`src/verilog/arpw_pkg.sv`:
```
// Constants, carriers and decoders for the receive packet writer
// Notes on behaviour
// - Data-error packet backed out, residual untouched
// - Reset before ack may back packet out
// - Bus reset queues marker into active request buffer
// - Marker header transaction code is hex E
// - Marker holds generation sampled at creation
// - Marker reserved and undefined bits: any value
// - Marker event field is 5'h09
// - Back-to-back resets need only one marker
// - Marker held pending until input room frees
// - Marker deferred until request buffer has space
// - Bus reset interrupt raised immediately on detection
// - Stored marker raises request packet interrupt
// - PHY packets stored only when enable set
// - PHY packet keeps its inverted-copy quadlet
// - Two-quadlet CRC failures handled as PHY packets
// - Per-packet and buffer-done interrupts per context
// - Undefined transaction codes dropped
// - Reserved header bits stored unaltered
// - First payload byte in top byte lane
// - Trailer: transfer status plus sampled time tag
// - Block header fourth quadlet length and lock code
// - Retry code decodes to retry1, X, A, B
// - Header, then payload, then trailer written
package arpw_pkg;
  localparam logic [7:0] REG_CTRL = 8'h00;
  localparam logic [7:0] REG_CC_RQ = 8'h04;
  localparam logic [7:0] REG_CC_RS = 8'h08;
  localparam logic [7:0] REG_RES_RQ = 8'h0c;
  localparam logic [7:0] REG_RES_RS = 8'h10;
  localparam logic [7:0] REG_STATUS = 8'h14;
  localparam int CTL_PHY_EN = 0;
  localparam int CTL_RQ_ACT = 1;
  localparam int CTL_RQ_INT = 4;
  localparam logic [7:0] CTRL_RESET = 8'h00;
  localparam int TC_LSB = 4;
  localparam int RT_LSB = 8;
  localparam int GEN_LSB = 16;
  localparam int EV_LSB = 16;
  localparam logic [3:0] TC_PHY = 4'he;
  localparam logic [4:0] EVT_BUS_RESET = 5'h09;
  localparam logic [4:0] EVT_NO_STATUS = 5'h00;
  localparam logic [1:0] INT_BUF_DONE = 2'b11;
  localparam logic [15:0] MIN_FREE_BYTES = 16'h0014;
  localparam logic [15:0] RES_RESET = 16'h0000;
  localparam logic CTX_RQ = 1'b0;
  localparam logic CTX_RS = 1'b1;

  typedef struct packed {
    logic [31:0] data;
    logic first;
    logic last;
    logic crc_fail;
  } arpw_rx_t;

  typedef struct packed {
    logic valid;
    logic ctx;
    logic [15:0] addr;
    logic [31:0] data;
  } arpw_mem_t;

  typedef enum logic [1:0] {RETRY_1, RETRY_X, RETRY_A, RETRY_B} arpw_retry_t;

  function automatic logic arpw_tc_defined(input logic [3:0] tc);
    case (tc)
      4'h3, 4'h8, 4'hc, 4'hd, 4'hf: arpw_tc_defined = 1'b0;
      default: arpw_tc_defined = 1'b1;
    endcase
  endfunction

  function automatic logic arpw_tc_ctx(input logic [3:0] tc);
    case (tc)
      4'h2, 4'h6, 4'h7, 4'hb: arpw_tc_ctx = CTX_RS;
      default: arpw_tc_ctx = CTX_RQ;
    endcase
  endfunction

  function automatic arpw_retry_t arpw_retry(input logic [1:0] rt);
    case (rt)
      2'b00: arpw_retry = RETRY_1;
      2'b01: arpw_retry = RETRY_X;
      2'b10: arpw_retry = RETRY_A;
      default: arpw_retry = RETRY_B;
    endcase
  endfunction
endpackage

```
`src/verilog/arpw_writer.sv`:
```
// Receive packet writer: link quadlets into request and response buffers
module arpw_writer (
  input wire logic i_clk_sys,
  input wire logic i_reset,
  input wire logic i_rx_valid,
  input wire arpw_pkg::arpw_rx_t i_rx,
  output logic o_rx_ready,
  input wire logic i_ack_valid,
  input wire logic i_ack_data_error,
  input wire logic [4:0] i_ack_code,
  input wire logic i_bus_reset,
  input wire logic [7:0] i_topology_generation,
  input wire logic [2:0] i_seconds_count,
  input wire logic [12:0] i_cycle_number,
  input wire logic [7:0] i_reg_addr,
  input wire logic [31:0] i_reg_wdata,
  input wire logic i_reg_wr,
  input wire logic i_reg_rd,
  output logic [31:0] o_reg_rdata,
  output arpw_pkg::arpw_mem_t o_mem,
  output logic o_bus_reset_interrupt,
  output logic o_request_packet_interrupt,
  output logic o_response_packet_interrupt,
  output logic o_request_buffer_done_interrupt,
  output logic o_response_buffer_done_interrupt
);
  import arpw_pkg::*;

  typedef enum {
    S_IDLE, S_HOLD, S_Q0, S_Q1, S_BODY, S_DROP, S_ACK, S_TRAIL,
    S_PH_HDR, S_PH_Q, S_PH_INV, S_MK_HDR, S_MK_GEN, S_MK_TRL
  } arpw_state_t;

  arpw_state_t state_reg;
  arpw_state_t state_next;
  logic [31:0] q0_reg;
  logic [31:0] q1_reg;
  logic last_reg;
  logic ctx_reg;
  logic [15:0] off_reg;
  logic [15:0] ts_reg;
  logic [7:0] gen_reg;
  logic [4:0] ev_reg;
  logic [7:0] ctrl_reg;
  logic [1:0][15:0] cc_reg;
  logic [1:0][15:0] res_reg;
  logic [1:0][15:0] wptr_reg;
  logic [1:0] full_reg;
  logic mark_pend_reg;
  arpw_retry_t retry_reg;
  logic rst_rise;
  logic rx_fire;
  logic mark_go;
  logic wr_req;
  logic wr_en;
  logic [31:0] wr_data;
  logic commit;
  logic backout;
  logic start_pkt;
  logic [17:0] need;
  logic [15:0] res_after;
  logic over;
  logic hold_ctx;
  logic phy_seen;
  logic [15:0] phy_hdr;
  logic [31:0] trailer;

  arpw_sync u_bus_reset_sync (
    .i_clk_sys(i_clk_sys),
    .i_reset(i_reset),
    .i_async(i_bus_reset),
    .o_rise(rst_rise)
  );

  assign rx_fire = i_rx_valid & o_rx_ready;
  assign hold_ctx = arpw_tc_ctx(q0_reg[TC_LSB+:4]);
  assign phy_seen = i_rx.last & i_rx.crc_fail;
  assign need = {2'b00, off_reg + 16'h0001} << 2;
  assign res_after = res_reg[ctx_reg] - need[15:0];
  assign over = need > {2'b00, res_reg[ctx_reg]};
  // Marker only while request context runs and has room
  assign mark_go = mark_pend_reg & ctrl_reg[CTL_RQ_ACT]
                   & ~full_reg[CTX_RQ];
  assign phy_hdr = 16'(TC_PHY) << TC_LSB;
  assign trailer = {cc_reg[ctx_reg][15:5], ev_reg, ts_reg};
  assign wr_en = wr_req & ~over;

  always_comb begin
    state_next = state_reg;
    o_rx_ready = 1'b0;
    wr_req = 1'b0;
    wr_data = q0_reg;
    commit = 1'b0;
    backout = 1'b0;
    start_pkt = 1'b0;
    case (state_reg)
      S_IDLE: begin
        o_rx_ready = ~mark_go;
        if (mark_go) begin
          state_next = S_MK_HDR;
        end else if (i_rx_valid && i_rx.first && !i_rx.last) begin
          start_pkt = 1'b1;
          state_next = S_HOLD;
        end
      end
      S_HOLD: begin
        o_rx_ready = ~full_reg[hold_ctx];
        if (i_rx_valid && !full_reg[hold_ctx]) begin
          if (phy_seen) begin
            if (ctrl_reg[CTL_PHY_EN] && ctrl_reg[CTL_RQ_ACT]) begin
              state_next = S_PH_HDR;
            end else begin
              state_next = S_IDLE;
            end
          end else if (!arpw_tc_defined(q0_reg[TC_LSB+:4]) || i_rx.crc_fail
                       || !ctrl_reg[CTL_RQ_ACT + 32'(hold_ctx)]) begin
            state_next = i_rx.last ? S_IDLE : S_DROP;
          end else begin
            state_next = S_Q0;
          end
        end
      end
      S_Q0: begin
        wr_req = 1'b1;
        state_next = S_Q1;
      end
      S_Q1: begin
        wr_req = 1'b1;
        wr_data = q1_reg;
        state_next = last_reg ? S_ACK : S_BODY;
      end
      S_BODY: begin
        o_rx_ready = 1'b1;
        wr_data = i_rx.data;
        if (i_rx_valid) begin
          wr_req = 1'b1;
          if (i_rx.last) begin
            state_next = S_ACK;
          end
        end
      end
      S_DROP: begin
        o_rx_ready = 1'b1;
        if (i_rx_valid && i_rx.last) begin
          state_next = S_IDLE;
        end
      end
      S_ACK: begin
        if (i_ack_valid) begin
          backout = i_ack_data_error;
          state_next = i_ack_data_error ? S_IDLE : S_TRAIL;
        end
      end
      S_TRAIL, S_MK_TRL: begin
        wr_req = 1'b1;
        wr_data = trailer;
        commit = ~over;
        state_next = S_IDLE;
      end
      S_PH_HDR, S_MK_HDR: begin
        wr_req = 1'b1;
        wr_data = {16'h0000, phy_hdr};
        state_next = (state_reg == S_PH_HDR) ? S_PH_Q : S_MK_GEN;
      end
      S_PH_Q: begin
        wr_req = 1'b1;
        state_next = S_PH_INV;
      end
      S_PH_INV: begin
        wr_req = 1'b1;
        wr_data = q1_reg;
        state_next = S_TRAIL;
      end
      S_MK_GEN: begin
        wr_req = 1'b1;
        wr_data = 32'(gen_reg) << GEN_LSB;
        state_next = S_MK_TRL;
      end
      default: begin
        state_next = S_IDLE;
      end
    endcase
    if (wr_req && over) begin
      backout = 1'b1;
      state_next = (state_reg == S_BODY && !i_rx.last) ? S_DROP : S_IDLE;
    end
    if (rst_rise && state_reg != S_IDLE && state_reg != S_MK_HDR
        && state_reg != S_MK_GEN && state_reg != S_MK_TRL) begin
      backout = 1'b1;
      commit = 1'b0;
      state_next = S_IDLE;
    end
  end

  always_ff @(posedge i_clk_sys) begin
    if (i_reset) begin
      state_reg <= S_IDLE;
    end else begin
      state_reg <= state_next;
    end
  end

  // Packet capture and per-packet offset
  always_ff @(posedge i_clk_sys) begin
    if (i_reset) begin
      q0_reg <= 32'h0000_0000;
      q1_reg <= 32'h0000_0000;
      last_reg <= 1'b0;
      ctx_reg <= CTX_RQ;
      off_reg <= 16'h0000;
      ts_reg <= 16'h0000;
      gen_reg <= 8'h00;
      ev_reg <= EVT_NO_STATUS;
      retry_reg <= RETRY_1;
    end else begin
      if (start_pkt) begin
        q0_reg <= i_rx.data;
        ts_reg <= {i_seconds_count, i_cycle_number};
      end
      if (state_reg == S_IDLE && mark_go) begin
        ctx_reg <= CTX_RQ;
        gen_reg <= i_topology_generation;
        ts_reg <= {i_seconds_count, i_cycle_number};
        ev_reg <= EVT_BUS_RESET;
      end
      if (state_reg == S_HOLD && rx_fire) begin
        q1_reg <= i_rx.data;
        last_reg <= i_rx.last;
        ctx_reg <= phy_seen ? CTX_RQ : hold_ctx;
        ev_reg <= EVT_NO_STATUS;
        retry_reg <= arpw_retry(q0_reg[RT_LSB+:2]);
      end
      if (state_reg == S_ACK && i_ack_valid) begin
        ev_reg <= i_ack_code;
      end
      if (state_reg == S_IDLE || backout) begin
        off_reg <= 16'h0000;
      end else if (wr_en) begin
        off_reg <= off_reg + 16'h0001;
      end
    end
  end

  // Buffer write port
  always_ff @(posedge i_clk_sys) begin
    if (i_reset) begin
      o_mem <= '0;
    end else begin
      o_mem.valid <= wr_en;
      o_mem.ctx <= ctx_reg;
      o_mem.addr <= wptr_reg[ctx_reg] + off_reg;
      o_mem.data <= wr_data;
    end
  end

  // Marker request survives until written, or until the request context is found inactive in idle
  always_ff @(posedge i_clk_sys) begin
    if (i_reset) begin
      mark_pend_reg <= 1'b0;
    end else if (rst_rise) begin
      mark_pend_reg <= 1'b1;
    end else if (state_reg == S_MK_TRL && commit) begin
      mark_pend_reg <= 1'b0;
    end else if (state_reg == S_IDLE && !ctrl_reg[CTL_RQ_ACT]) begin
      mark_pend_reg <= 1'b0;
    end
  end

  // Buffer residue, write pointer and full flag
  always_ff @(posedge i_clk_sys) begin
    if (i_reset) begin
      res_reg <= {RES_RESET, RES_RESET};
      wptr_reg <= '0;
      full_reg <= 2'b00;
    end else begin
      if (commit) begin
        res_reg[ctx_reg] <= res_after;
        wptr_reg[ctx_reg] <= wptr_reg[ctx_reg] + off_reg + 16'h0001;
      end
      if (i_reg_wr && (i_reg_addr == REG_RES_RQ
                       || i_reg_addr == REG_RES_RS)) begin
        res_reg[i_reg_addr == REG_RES_RS] <= i_reg_wdata[15:0];
        wptr_reg[i_reg_addr == REG_RES_RS] <= 16'h0000;
        full_reg[i_reg_addr == REG_RES_RS] <= 1'b0;
      end
      if (commit && res_after < MIN_FREE_BYTES) begin
        full_reg[ctx_reg] <= 1'b1;
      end
    end
  end

  // Event pulses
  always_ff @(posedge i_clk_sys) begin
    if (i_reset) begin
      o_bus_reset_interrupt <= 1'b0;
      o_request_packet_interrupt <= 1'b0;
      o_response_packet_interrupt <= 1'b0;
      o_request_buffer_done_interrupt <= 1'b0;
      o_response_buffer_done_interrupt <= 1'b0;
    end else begin
      o_bus_reset_interrupt <= rst_rise;
      o_request_packet_interrupt <= commit & (ctx_reg == CTX_RQ);
      o_response_packet_interrupt <= commit & (ctx_reg == CTX_RS);
      o_request_buffer_done_interrupt <= commit & (ctx_reg == CTX_RQ)
        & (res_after < MIN_FREE_BYTES)
        & (ctrl_reg[CTL_RQ_INT+:2] == INT_BUF_DONE);
      o_response_buffer_done_interrupt <= commit & (ctx_reg == CTX_RS)
        & (res_after < MIN_FREE_BYTES)
        & (ctrl_reg[CTL_RQ_INT+2+:2] == INT_BUF_DONE);
    end
  end

  // Control registers
  always_ff @(posedge i_clk_sys) begin
    if (i_reset) begin
      ctrl_reg <= CTRL_RESET;
      cc_reg <= '0;
    end else if (i_reg_wr) begin
      if (i_reg_addr == REG_CTRL) begin
        ctrl_reg <= i_reg_wdata[7:0];
      end
      if (i_reg_addr == REG_CC_RQ) begin
        cc_reg[CTX_RQ] <= i_reg_wdata[15:0];
      end
      if (i_reg_addr == REG_CC_RS) begin
        cc_reg[CTX_RS] <= i_reg_wdata[15:0];
      end
    end
  end

  // Read data, one cycle after the strobe
  always_ff @(posedge i_clk_sys) begin
    if (i_reset) begin
      o_reg_rdata <= 32'h0000_0000;
    end else if (i_reg_rd) begin
      case (i_reg_addr)
        REG_CTRL: o_reg_rdata <= {24'h000000, ctrl_reg};
        REG_CC_RQ: o_reg_rdata <= {16'h0000, cc_reg[CTX_RQ]};
        REG_CC_RS: o_reg_rdata <= {16'h0000, cc_reg[CTX_RS]};
        REG_RES_RQ: o_reg_rdata <= {16'h0000, res_reg[CTX_RQ]};
        REG_RES_RS: o_reg_rdata <= {16'h0000, res_reg[CTX_RS]};
        REG_STATUS: begin
          o_reg_rdata <= {27'h0000000, retry_reg, mark_pend_reg, full_reg};
        end
        default: o_reg_rdata <= 32'h0000_0000;
      endcase
    end else begin
      o_reg_rdata <= 32'h0000_0000;
    end
  end
endmodule

```
`src/verilog/arpw_sync.sv`:
```
// Two-stage synchroniser with a rising-edge pulse
module arpw_sync (
  input wire logic i_clk_sys,
  input wire logic i_reset,
  input wire logic i_async,
  output logic o_rise
);
  logic meta_reg;
  logic sync_reg;
  logic prev_reg;

  always_ff @(posedge i_clk_sys) begin
    if (i_reset) begin
      meta_reg <= 1'b0;
      sync_reg <= 1'b0;
      prev_reg <= 1'b0;
    end else begin
      meta_reg <= i_async;
      sync_reg <= meta_reg;
      prev_reg <= sync_reg;
    end
  end

  assign o_rise = sync_reg & ~prev_reg;
endmodule

```
`config.mk`:
```
export PLATFORM = sky130hd
export DESIGN_NAME = arpw_writer
export DESIGN_NICKNAME = d
export VERILOG_FILES = /design/src/verilog/arpw_pkg.sv /design/src/verilog/arpw_writer.sv /design/src/verilog/arpw_sync.sv
export SDC_FILE = /design/constraint.sdc
export NUM_CORES = 1
export LEC_CHECK = 0
export ABC_AREA = 1
export BUFFER_PORTS_ARGS = -buffer_cell sky130_fd_sc_hd__buf_2
export CORE_ASPECT_RATIO = 1.1
export CORE_MARGIN = 1
export CORE_UTILIZATION = 25
export DETAILED_ROUTE_END_ITERATION = 8
export MAX_ROUTING_LAYER = met4
export PLACE_DENSITY = 0.37
export SETUP_SLACK_MARGIN = 0.5
export SLEW_MARGIN = 20
export SYNTH_ARGS = -nofsm -noshare
export SYNTH_HDL_FRONTEND = slang
export SYNTH_SLANG_ARGS = --single-unit
```
`constraint.sdc`:
```
create_clock -name i_clk_sys -period 4.9 [get_ports i_clk_sys]
set_clock_uncertainty 0.05 [all_clocks]
set_input_delay 0.49 -clock i_clk_sys [delete_from_list [all_inputs] [get_ports i_clk_sys]]
set_output_delay 0.49 -clock i_clk_sys [all_outputs]
set_load 0.01 [all_outputs]
```
==> run summary, run 1 <==
Initial DRT Pass Iterations - 5
Worst reg2reg path depth - 21
Most used cell, CP - nand2_1
Clock Root Buffer - clkbuf_16
VDD IR-drop max - 0.2579 mV
Max H-tree Level - 2
Starting Density - 0.2543
Initial DRC count - 676
Nets - 2432
# rows - 93
Finished Cell Area - 0.01782 mm^2
Final TNS setup - 0 ps
Largest Register - o_mem
Share of cells above drive strength 1 - 0.1404
Hold Vio Cnt, Final - 0
Yosys cell types - 53
Number of synthesized flops with an enable pin - 0
Pwr Density - 379.1 mW/mm^2
Mapped cell area - 0.01495 mm^2
Commonest non-fill, non-tap cell in the layout - nand2_1
Die W - 235.1 um
First-pass GRT wire length - 83990 um
Hold slack final - 97.23 ps
Worst-skew pair later-pin latency - 580 ps
Worst Tran Pin Value - 1022 ps
Sequential area share after synthesis - 0.3992
Clk pin slew, worst setup/hold paths - 60 ps
Routed len/inst - 17.92 um
Tcrit/Tclk final - 0.8159
Area growth from synthesis to layout - 19.26%
Placed cell area - 0.01646 mm^2
DR DRC count - 0
Post-CTS setup repair buffer count - 0
Rel. slew slack - 0.3186
Vias - 14220
Post-DP HPWL - 39500 um
Avg Cell Area, Syn - 6.997 um^2
Top-area cell type share of the netlist area - 0.3992
Yosys Warn Count - 0
Crit path required time - 5310 ps
Vias per cell - 4.631
CTS Buf Count - 39
Worst Setup End Kind - flop
Slew Limit Fails - 0
Cells after Synth - 2136
GPL Wtd Cong - 0.8697
Remaining Overflow, GRT - 0
Largest net degree at the start of global routing - 100
Most frequent cells in the layout - 434 x nand2_1, 297 x nor2_1, 297 x dfxtp_1
Max clock buf depth - 3
Synth area leader - dfxtp_1
Die Span Y - 258.4 um
Total Routing Usage GR - 0.1845
Peak Freq - 0.2501 GHz
Max FFs per register - 50
Worst-path fanout max - 33
Fin crit period - 3998 ps
CP cell instances - nand3_1 -> nor2_1 -> nand4_1 -> nor3_1 -> xor2_1 -> inv_1 -> ha_1 -> nand2_1 -> nor2_1 -> a211oi_1 -> nand2_1 -> nand2_1 -> nand3_2 -> nand2_4 -> buf_4 -> nand3_4 -> buf_6 -> nand2_1 -> nand2_1 -> o21ai_1 -> inv_1
Finish-stage setup viols - 0
Post-synthesis register bit count - 298
Worst EP arrival - 4410 ps
Type of the worst min-delay path - in -> reg
Critical path's slowest cell - dfxtp_1
Placed insts - 2993
CTS tree - yes
Ys flop type - dfxtp_1
Unrepaired setup endpoints after global routing - no
I/O pins - 200
Initial antenna violation count - 10
Crit path largest cell delay - 420 ps
Outcome - complete, no violations
Lkg Pwr - 7.735 nW
Vias in the first global route - 14000
Filler cells - 6468
Post-synthesis async set-or-reset flop share - 0
Hold path depth - 3
Post-Layout Cell Count - 3070
Synth top area cells - dfxtp_1 40%, nand2_1 11%, nor2_1 7.5%
Crit Path Category - reg -> reg
# clock sinks - 298
Core Footprint - 0.05876 mm^2
Startpoint Class - flop
Die Area - 0.06077 mm^2
Drt total wl - 55020 um
Max Cap Viol - 0
Detail Route Antenna Nets - 0
Port buffer count - 167
[cell type report]
class	count	area, um^2	area share
antenna	9	22.52	0.001264
clock buffer	56	1110	0.06226
clock inverter	12	205.2	0.01151
inverter	253	962.2	0.05398
multi-input combinational	1496	7597	0.4262
sequential	298	5967	0.3348
tap	760	950.9	0.05335
timing repair buffer	186	1010	0.05665
[metrics by stage]
stage,total power [mW],worst slack (ps),utilization
5_1_grt,7.100,533.3,0.3033
6_report,6.757,902.2,0.3033
3_5_place_dp,3.846,697.4,0.2801
2_1_floorplan,3.448,1461,-
3_3_place_gp,3.842,740.6,0.2801
4_1_cts,6.873,670.9,0.3025
[worst paths after layout]
path | startpoint | to | slack, ps
hold reg to reg | u_bus_reset_sync.meta_reg | u_bus_reset_sync.sync_reg | 360
hold / removal | i_bus_reset | u_bus_reset_sync.meta_reg | 100
setup / recovery | off_reg[1] | res_reg[15] | 900
setup reg to reg | off_reg[1] | res_reg[15] | 900
[critical path: cells and delay by family (launching register included)]
kind	cells	cell delay, ps
adder cells (fa/ha/maj)	1	370
XOR/XNOR	1	310
AND/OR/NAND/NOR	13	1800
flip-flops	1	420
buffers and inverters	4	640
AO/OA/AOI/OAI	2	290
[cells in the mapped netlist, types with 4 or more instances]
cell type  number
xnor2_1         7
nand3_1        79
nor2_2         11
inv_1         232
o211ai_1        8
a22oi_1         5
a211oi_1        5
nand3_2         5
a41oi_1        20
dfxtp_1       298
nor2_1        299
nand2_1       434
inv_2          17
clkbuf_1       57
o21bai_1        4
o21ai_0       194
nor3_2          5
xor2_1         27
buf_4          21
o221ai_1        4
nor3_1         13
a31oi_1        10
nor2_4          6
ha_1           44
or2_2          13
a221oi_1       15
o21ai_1        29
nand2_2         6
buf_2          21
o22ai_1        22
a21oi_1       163
nand4_1        26
[power breakdown]
group | total, mW | internal (mW) | switching (mW)
clock network | 2.97 | 1.79 | 1.18
registers | 2.70 | 2.60 | 0.0969
logic | 1.09 | 0.333 | 0.757
total | 6.76 | 4.73 | 2.03
[metal layers]
metal / track usage / part of all wire / up-vias
li1: - / - / 7232
met1: 0.2268 / 0.46 / 6629
met2: 0.2991 / 0.47 / 274
met3: 0.04186 / 0.051 / 83
met4: 0.05793 / 0.027 / 0
met5: - / 0 / -
[what timing repair did]
item	CTS	global route
setup endpoints to repair	0	47
hold buffers	0	0
resized for setup	0	7
hold endpoints to repair	0	0
[cells by family after synthesis]
group	after synthesis	synth area share
AOI/OAI and AO/OA	492	0.1840
xor gates and xnor gates	36	0.02210
DFF	298	0.3992
muxes	1	0.0006698
and+or+nand+nor	905	0.2568
adders and majority gates	46	0.03951
other	1	0.0002509
buffers and inverters	357	0.09745
No activity file was read; power rests on OpenSTA's default activity.
==> inputs of run 2 (changes only) <==
PLACE_DENSITY = 0.38   (was 0.37)
clock period = 3.3 ns   (was 4.9 ns; I/O delays follow)
==> run 2 against run 1 <==
Net effect:
- clock power rose by 44%
- routed wire length rose by 5.8%
- fmax rose by 22%
- final area rose by 18%
- critical endpoint is now wptr_reg[24]
- via count rose by 7.1%
- cell count rose by 7.6%
==> run summary, run 2 (synthesis gave the netlist of run 1 again) <==
Outcome - complete, no violations
Largest net degree at the start of global routing - 104
Placed cell area - 0.01777 mm^2
Finish-stage setup viols - 0
Placed insts - 3139
Total Routing Usage GR - 0.1918
Tot Pwr - 10.38 mW
Worst Setup End Kind - flop
Most used cell, CP - nand2_2
Fin crit period - 3283 ps
Critical path's slowest cell - dfxtp_4
Initial DRC count - 706
Filler cells - 6235
Vias - 15220
Max H-tree Level - 2
DR DRC count - 0
I/O pins - 200
Nets - 2671
Die Span Y - 258.4 um
CTS tree - yes
GPL Wtd Cong - 0.8525
Rel. slew slack - 0.4162
Post-Layout Cell Count - 3302
Largest Register - o_mem
Clk pin slew, worst setup/hold paths - 60 ps
Max clock buf depth - 3
Initial DRT Pass Iterations - 5
First-pass GRT wire length - 88200 um
Initial antenna violation count - 5
Crit path largest cell delay - 370 ps
Tcrit/Tclk final - 0.9949
Starting Density - 0.2543
Hold slack final - 24.93 ps
CP delay by family, top - simple AND/OR/NAND/NOR gates
Clock Root Buffer - clkbuf_16
Max Cap Viol - 0
Commonest non-fill, non-tap cell in the layout - nand2_1
Worst EP arrival - 3670 ps
Pwr Density - 495.5 mW/mm^2
Die W - 235.1 um
Crit Path Category - reg -> reg
# clock sinks - 298
Crit path required time - 3690 ps
Post-DP HPWL - 41060 um
Most frequent cells in the layout - 403 x nand2_1, 293 x dfxtp_1, 275 x nor2_1
Slew Limit Fails - 0
Remaining Overflow, GRT - 0
Share of cells above drive strength 1 - 0.2669
Vias per cell - 4.610
Hold Vio Cnt, Final - 0
Lkg Pwr - 9.073 nW
Peak Freq - 0.3046 GHz
VDD IR-drop max - 0.3618 mV
Routed len/inst - 17.64 um
Die Area - 0.06077 mm^2
Finished Cell Area - 0.02095 mm^2
Type of the worst min-delay path - in -> reg
Vias in the first global route - 15170
# rows - 93
R2R Setup Slk - 20 ps
Max FFs per register - 50
Worst-path fanout max - 14
Core Footprint - 0.05876 mm^2
CTS Buf Count - 38
Drt total wl - 58240 um
Startpoint Class - flop
Port buffer count - 167
Worst Path Buf+Inv - 6
Unrepaired setup endpoints after global routing - yes
Worst Tran Pin Value - 866.5 ps
Detail Route Antenna Nets - 0
Area growth from synthesis to layout - 40.19%
Worst-skew pair later-pin latency - 560 ps
-- run 2: changes by cell type in the layout (fill, tap and decap cells not counted), moves of 14 or more --
cell	delta
dlygate4sd3_1	+56
a21oi_2	+29
nor2_1	-22
nand3_1	-15
o21ai_2	+21
a21oi_1	-29
nand2_2	+23
nor2_4	+14
buf_12	+14
nand2_1	-31
ha_1	-15
buf_4	+149
o21ai_0	-28
-- run 2: layout make-up --
type,count,area (um^2),area share
multi-input cells,1497,8466,0.4040
clock buffers,53,1099,0.05243
repair buffers,425,3298,0.1574
well taps,760,950.9,0.04538
clock inverters,11,158.9,0.007584
inverters,253,985.9,0.04706
flip-flops and latches,298,5982,0.2855
diodes,5,12.51,0.0005972
-- run 2: what timing repair did --
| item | 4_1_cts | 5_1_grt |
|---|---|---|
| resized for setup | 96 | 152 |
| pin swaps | 27 | 23 |
| setup endpoints to repair | 97 | 95 |
| hold buffers | 56 | 0 |
| setup buffers | 20 | 11 |
| cloned | 3 | 4 |
| hold endpoints to repair | 69 | 0 |
-- run 2: per-layer routing --
metal  share of wire  track usage  vias to the layer above  wire (um)
li1                -            -                     7706          -
met1            0.45       0.2316                     7177      26370
met2            0.48       0.3277                      260      28190
met3           0.040      0.03462                       78       2339
met4           0.023      0.04916                        0       1336
met5               0            -                        -          0
-- run 2: metrics by stage --
step	util	setup WS [ps]	setup TNS, ps
after detailed placement	0.3024	-130.3	-3791
final	0.3566	16.68	0
after CTS	0.3429	58.01	0
after global placement	0.3024	-123.5	-1148
after floorplan	-	328.3	0
after global routing	0.3566	-185.3	-10030
-- run 2: worst paths after layout --
kind	end	depth (start not counted)	startpoint
setup / recovery	wptr_reg[24]	25	off_reg[0]
hold / removal	res_reg[11]	3	i_reg_wdata[11]
setup reg to reg	wptr_reg[24]	25	off_reg[0]
hold reg to reg	u_bus_reset_sync.sync_reg	2	u_bus_reset_sync.meta_reg
-- run 2: power breakdown --
group / internal [mW] / switching [mW] / leakage [nW] / total, mW
combinational: 0.824 / 1.29 / 6.04 / 2.11
clock: 2.56 / 1.71 / 0.615 / 4.27
sequential: 3.86 / 0.145 / 2.41 / 4.00
total: 7.24 / 3.15 / 9.07 / 10.4
-- run 2: tightest hold or removal path, delay by kind of cell --
family | cells | cell delay [ps]
buffers and inverters | 1 | 130
and+or+nand+nor | 2 | 140
==> inputs of run 3 (changes only) <==
SYNTH_HIERARCHICAL = 1   (was default)
==> run 3 against run 2 <==
Net effect:
- the flow now finishes with violations (setup timing)
- core utilization down 0.27 points
- sequential cell count unchanged
- routed wire length up 0.31%
- power up 2.1%
- non-clock buffer count down 18
- fmax down 2.6%
- die area up 0.37%
- cell count down 0.33%
- synthesized cell count up 0.47%
- clock power about the same
- largest cell class unchanged
- critical endpoint is now wptr_reg[22]
==> run summary, run 3 <==
Outcome - complete, but fails checks
Violated checks - setup timing
Port buffer count - 167
Worst EP arrival - 3770 ps
Finished Cell Area - 0.02083 mm^2
Final WS setup - -72.36 ps
Die Span Y - 258.9 um
Core Footprint - 0.05888 mm^2
Max clock buf depth - 3
CTS tree - yes
Post-synthesis async set-or-reset flop share - 0
Top-area cell type share of the netlist area - 0.3977
Die Area - 0.06099 mm^2
Area growth from synthesis to layout - 38.87%
Nets - 2656
Hold slack final - 31.54 ps
Remaining Overflow, GRT - 0
Crit Path Category - reg -> reg
Finish-stage setup viols - 25
Lkg Pwr - 9.190 nW
Vias in the first global route - 15120
Top-count cell post-synth - nand2_1
Worst-path fanout max - 7
Slew Limit Fails - 0
Clock Root Buffer - clkbuf_16
Routed len/inst - 17.75 um
Worst Setup End Kind - flop
Vias per cell - 4.600
Synth area leader - dfxtp_1
Post-synthesis register bit count - 298
Type of the worst min-delay path - in -> reg
Sequential share of power - 0.379
Commonest non-fill, non-tap cell in the layout - nand2_1
Yosys cell types - 57
Max H-tree Level - 2
Max FFs per register - 50
Placed cell area - 0.01758 mm^2
Vias - 15140
Switching component of the power - 3.244 mW
Max Cap Viol - 0
Worst Tran Pin Value - 815.0 ps
Most frequent cells in the layout - 410 x nand2_1, 294 x nor2_1, 294 x dfxtp_1
Fin crit period - 3372 ps
Rel. slew slack - 0.4561
Net Sw Frac - 0.3061
Sequential area share after synthesis - 0.3977
Startpoint Class - flop
Clk pin slew, worst setup/hold paths - 60 ps
Pwr Density - 508.7 mW/mm^2
Unrepaired setup endpoints after global routing - yes
Synth top area cells - dfxtp_1 40%, nand2_1 11%, nor2_1 7.7%
Avg Cell Area, Syn - 6.991 um^2
Initial DRC count - 720
DR DRC count - 0
Worst-skew pair later-pin latency - 560 ps
Combinational share of power - 0.216
Number of synthesized flops with an enable pin - 0
Starting Density - 0.2548
Tcrit/Tclk final - 1.022
Filler cells - 6344
First-pass GRT wire length - 88740 um
Detail Route Antenna Nets - 0
Total Routing Usage GR - 0.1931
Post-Layout Cell Count - 3291
Mapped cell area - 0.01500 mm^2
GPL Wtd Cong - 0.8702
Die W - 235.6 um
CTS Buf Count - 38
Cells after Synth - 2146
Clock power frac - 0.405
# rows - 93
Placed insts - 3122
Post-DP HPWL - 41190 um
Largest net degree at the start of global routing - 163
Int Power - 7.353 mW
Initial DRT Pass Iterations - 5
Crit path required time - 3700 ps
Largest Register - o_mem
Ys flop type - dfxtp_1
Initial antenna violation count - 4
Yosys Warn Count - 6
VDD IR-drop max - 0.3559 mV
Peak Freq - 0.2965 GHz
Hold Vio Cnt, Final - 0
Share of cells above drive strength 1 - 0.2466
# clock sinks - 298
Drt total wl - 58420 um
Synth cell count leaders - 450 x nand2_1, 309 x nor2_1, 298 x dfxtp_1, 231 x inv_1, 215 x o21ai_0
I/O pins - 200
-- run 3: changes by cell type after synthesis, sizes merged, moves of 5 or more --
cell,before,now
nand2,441,461
o22ai,22,17
a21oi,164,144
nor2,316,324
o21ai,223,228
buf,46,51
xor2,29,23
-- run 3: kinds of logic after synthesis --
family          count (synthesis)  share of synthesized area
simple gates                  939                     0.2644
mux                             1                  0.0006672
compound gates                470                     0.1762
flops                         298                     0.3977
other cells                     1                  0.0002500
xor+xnor                       32                    0.01968
buf+inv                       359                     0.1018
fa+ha+maj                      46                    0.03937
-- run 3: cell type report --
type	instances	area, um^2	share of cell area
Multi-Input combinational cell	1504	8373	0.4019
Timing Repair Buffer	407	3289	0.1579
Sequential cell	298	5978	0.2870
Inverter	249	962.2	0.04619
Antenna cell	5	12.51	0.0006006
Tap cell	760	950.9	0.04565
Clock buffer	56	1110	0.05327
Clock inverter	12	156.4	0.007508
-- run 3: metrics by stage --
step | TNS [ps] | utilization | setup slack, ps | power [mW]
floorplan | 0 | - | 305.3 | 5.193
global placement | -265.0 | 0.2986 | -27.27 | 5.955
detailed placement | -2151 | 0.2986 | -93.93 | 5.962
CTS | -18.36 | 0.3443 | -6.269 | 10.63
global route | -14880 | 0.3538 | -251.7 | 11.13
finish | -803.3 | 0.3538 | -72.36 | 10.60
-- run 3: repair_timing --
action,CTS,global route
setup buffers,15,7
resized for setup,122,102
setup endpoints to repair,88,90
hold buffers,64,0
endpoints found under the hold margin,86,0
pin swaps,32,31
gates cloned,6,4
-- run 3: power by group through the flow --
stage	Clock [mW]	Sequential (mW)	Combinational, mW
after detailed placement	0	4.09	1.87
final	4.29	4.02	2.29
after CTS	4.43	4.02	2.19
after global placement	0	4.09	1.86
after floorplan	0	4.08	1.12
after global routing	4.58	4.05	2.51
-- run 3: worst max-delay path, stage by stage, from the launching register on --
cell and delay [ps]:
dfxtp_4 370, ha_4 130, nand2_2 60, inv_2 60, nand2_2 60, nor2_4 100
nand2_2 80, nor2_4 130, xnor2_1 170, inv_1 120, ha_4 300, nand2_1 130
nor2_2 160, and3_1 220, nand3b_1 140, nand2_4 140, buf_6 140, nand3_4 150
clkinv_8 170, buf_8 120, buf_16 130, buf_6 90, a21oi_2 30
-- run 3: per-layer routing --
layer / track usage / vias to the layer above / share of wire
met1: 0.2196 / 7136 / 0.43
li1: - / 7676 / -
met2: 0.3509 / 264 / 0.52
met5: - / - / 0
met4: 0.05047 / 0 / 0.021
met3: 0.02956 / 61 / 0.037
-- run 3: final timing paths --
path | end | startpoint | slack [ps] | depth (start not counted)
hold / removal | res_reg[11] | i_reg_wdata[11] | 30 | 3
hold reg to reg | u_bus_reset_sync/sync_reg | u_bus_reset_sync/meta_reg | 370 | 2
setup reg to reg | wptr_reg[22] | off_reg[0] | -70 | 22
setup / recovery | wptr_reg[22] | off_reg[0] | -70 | 22
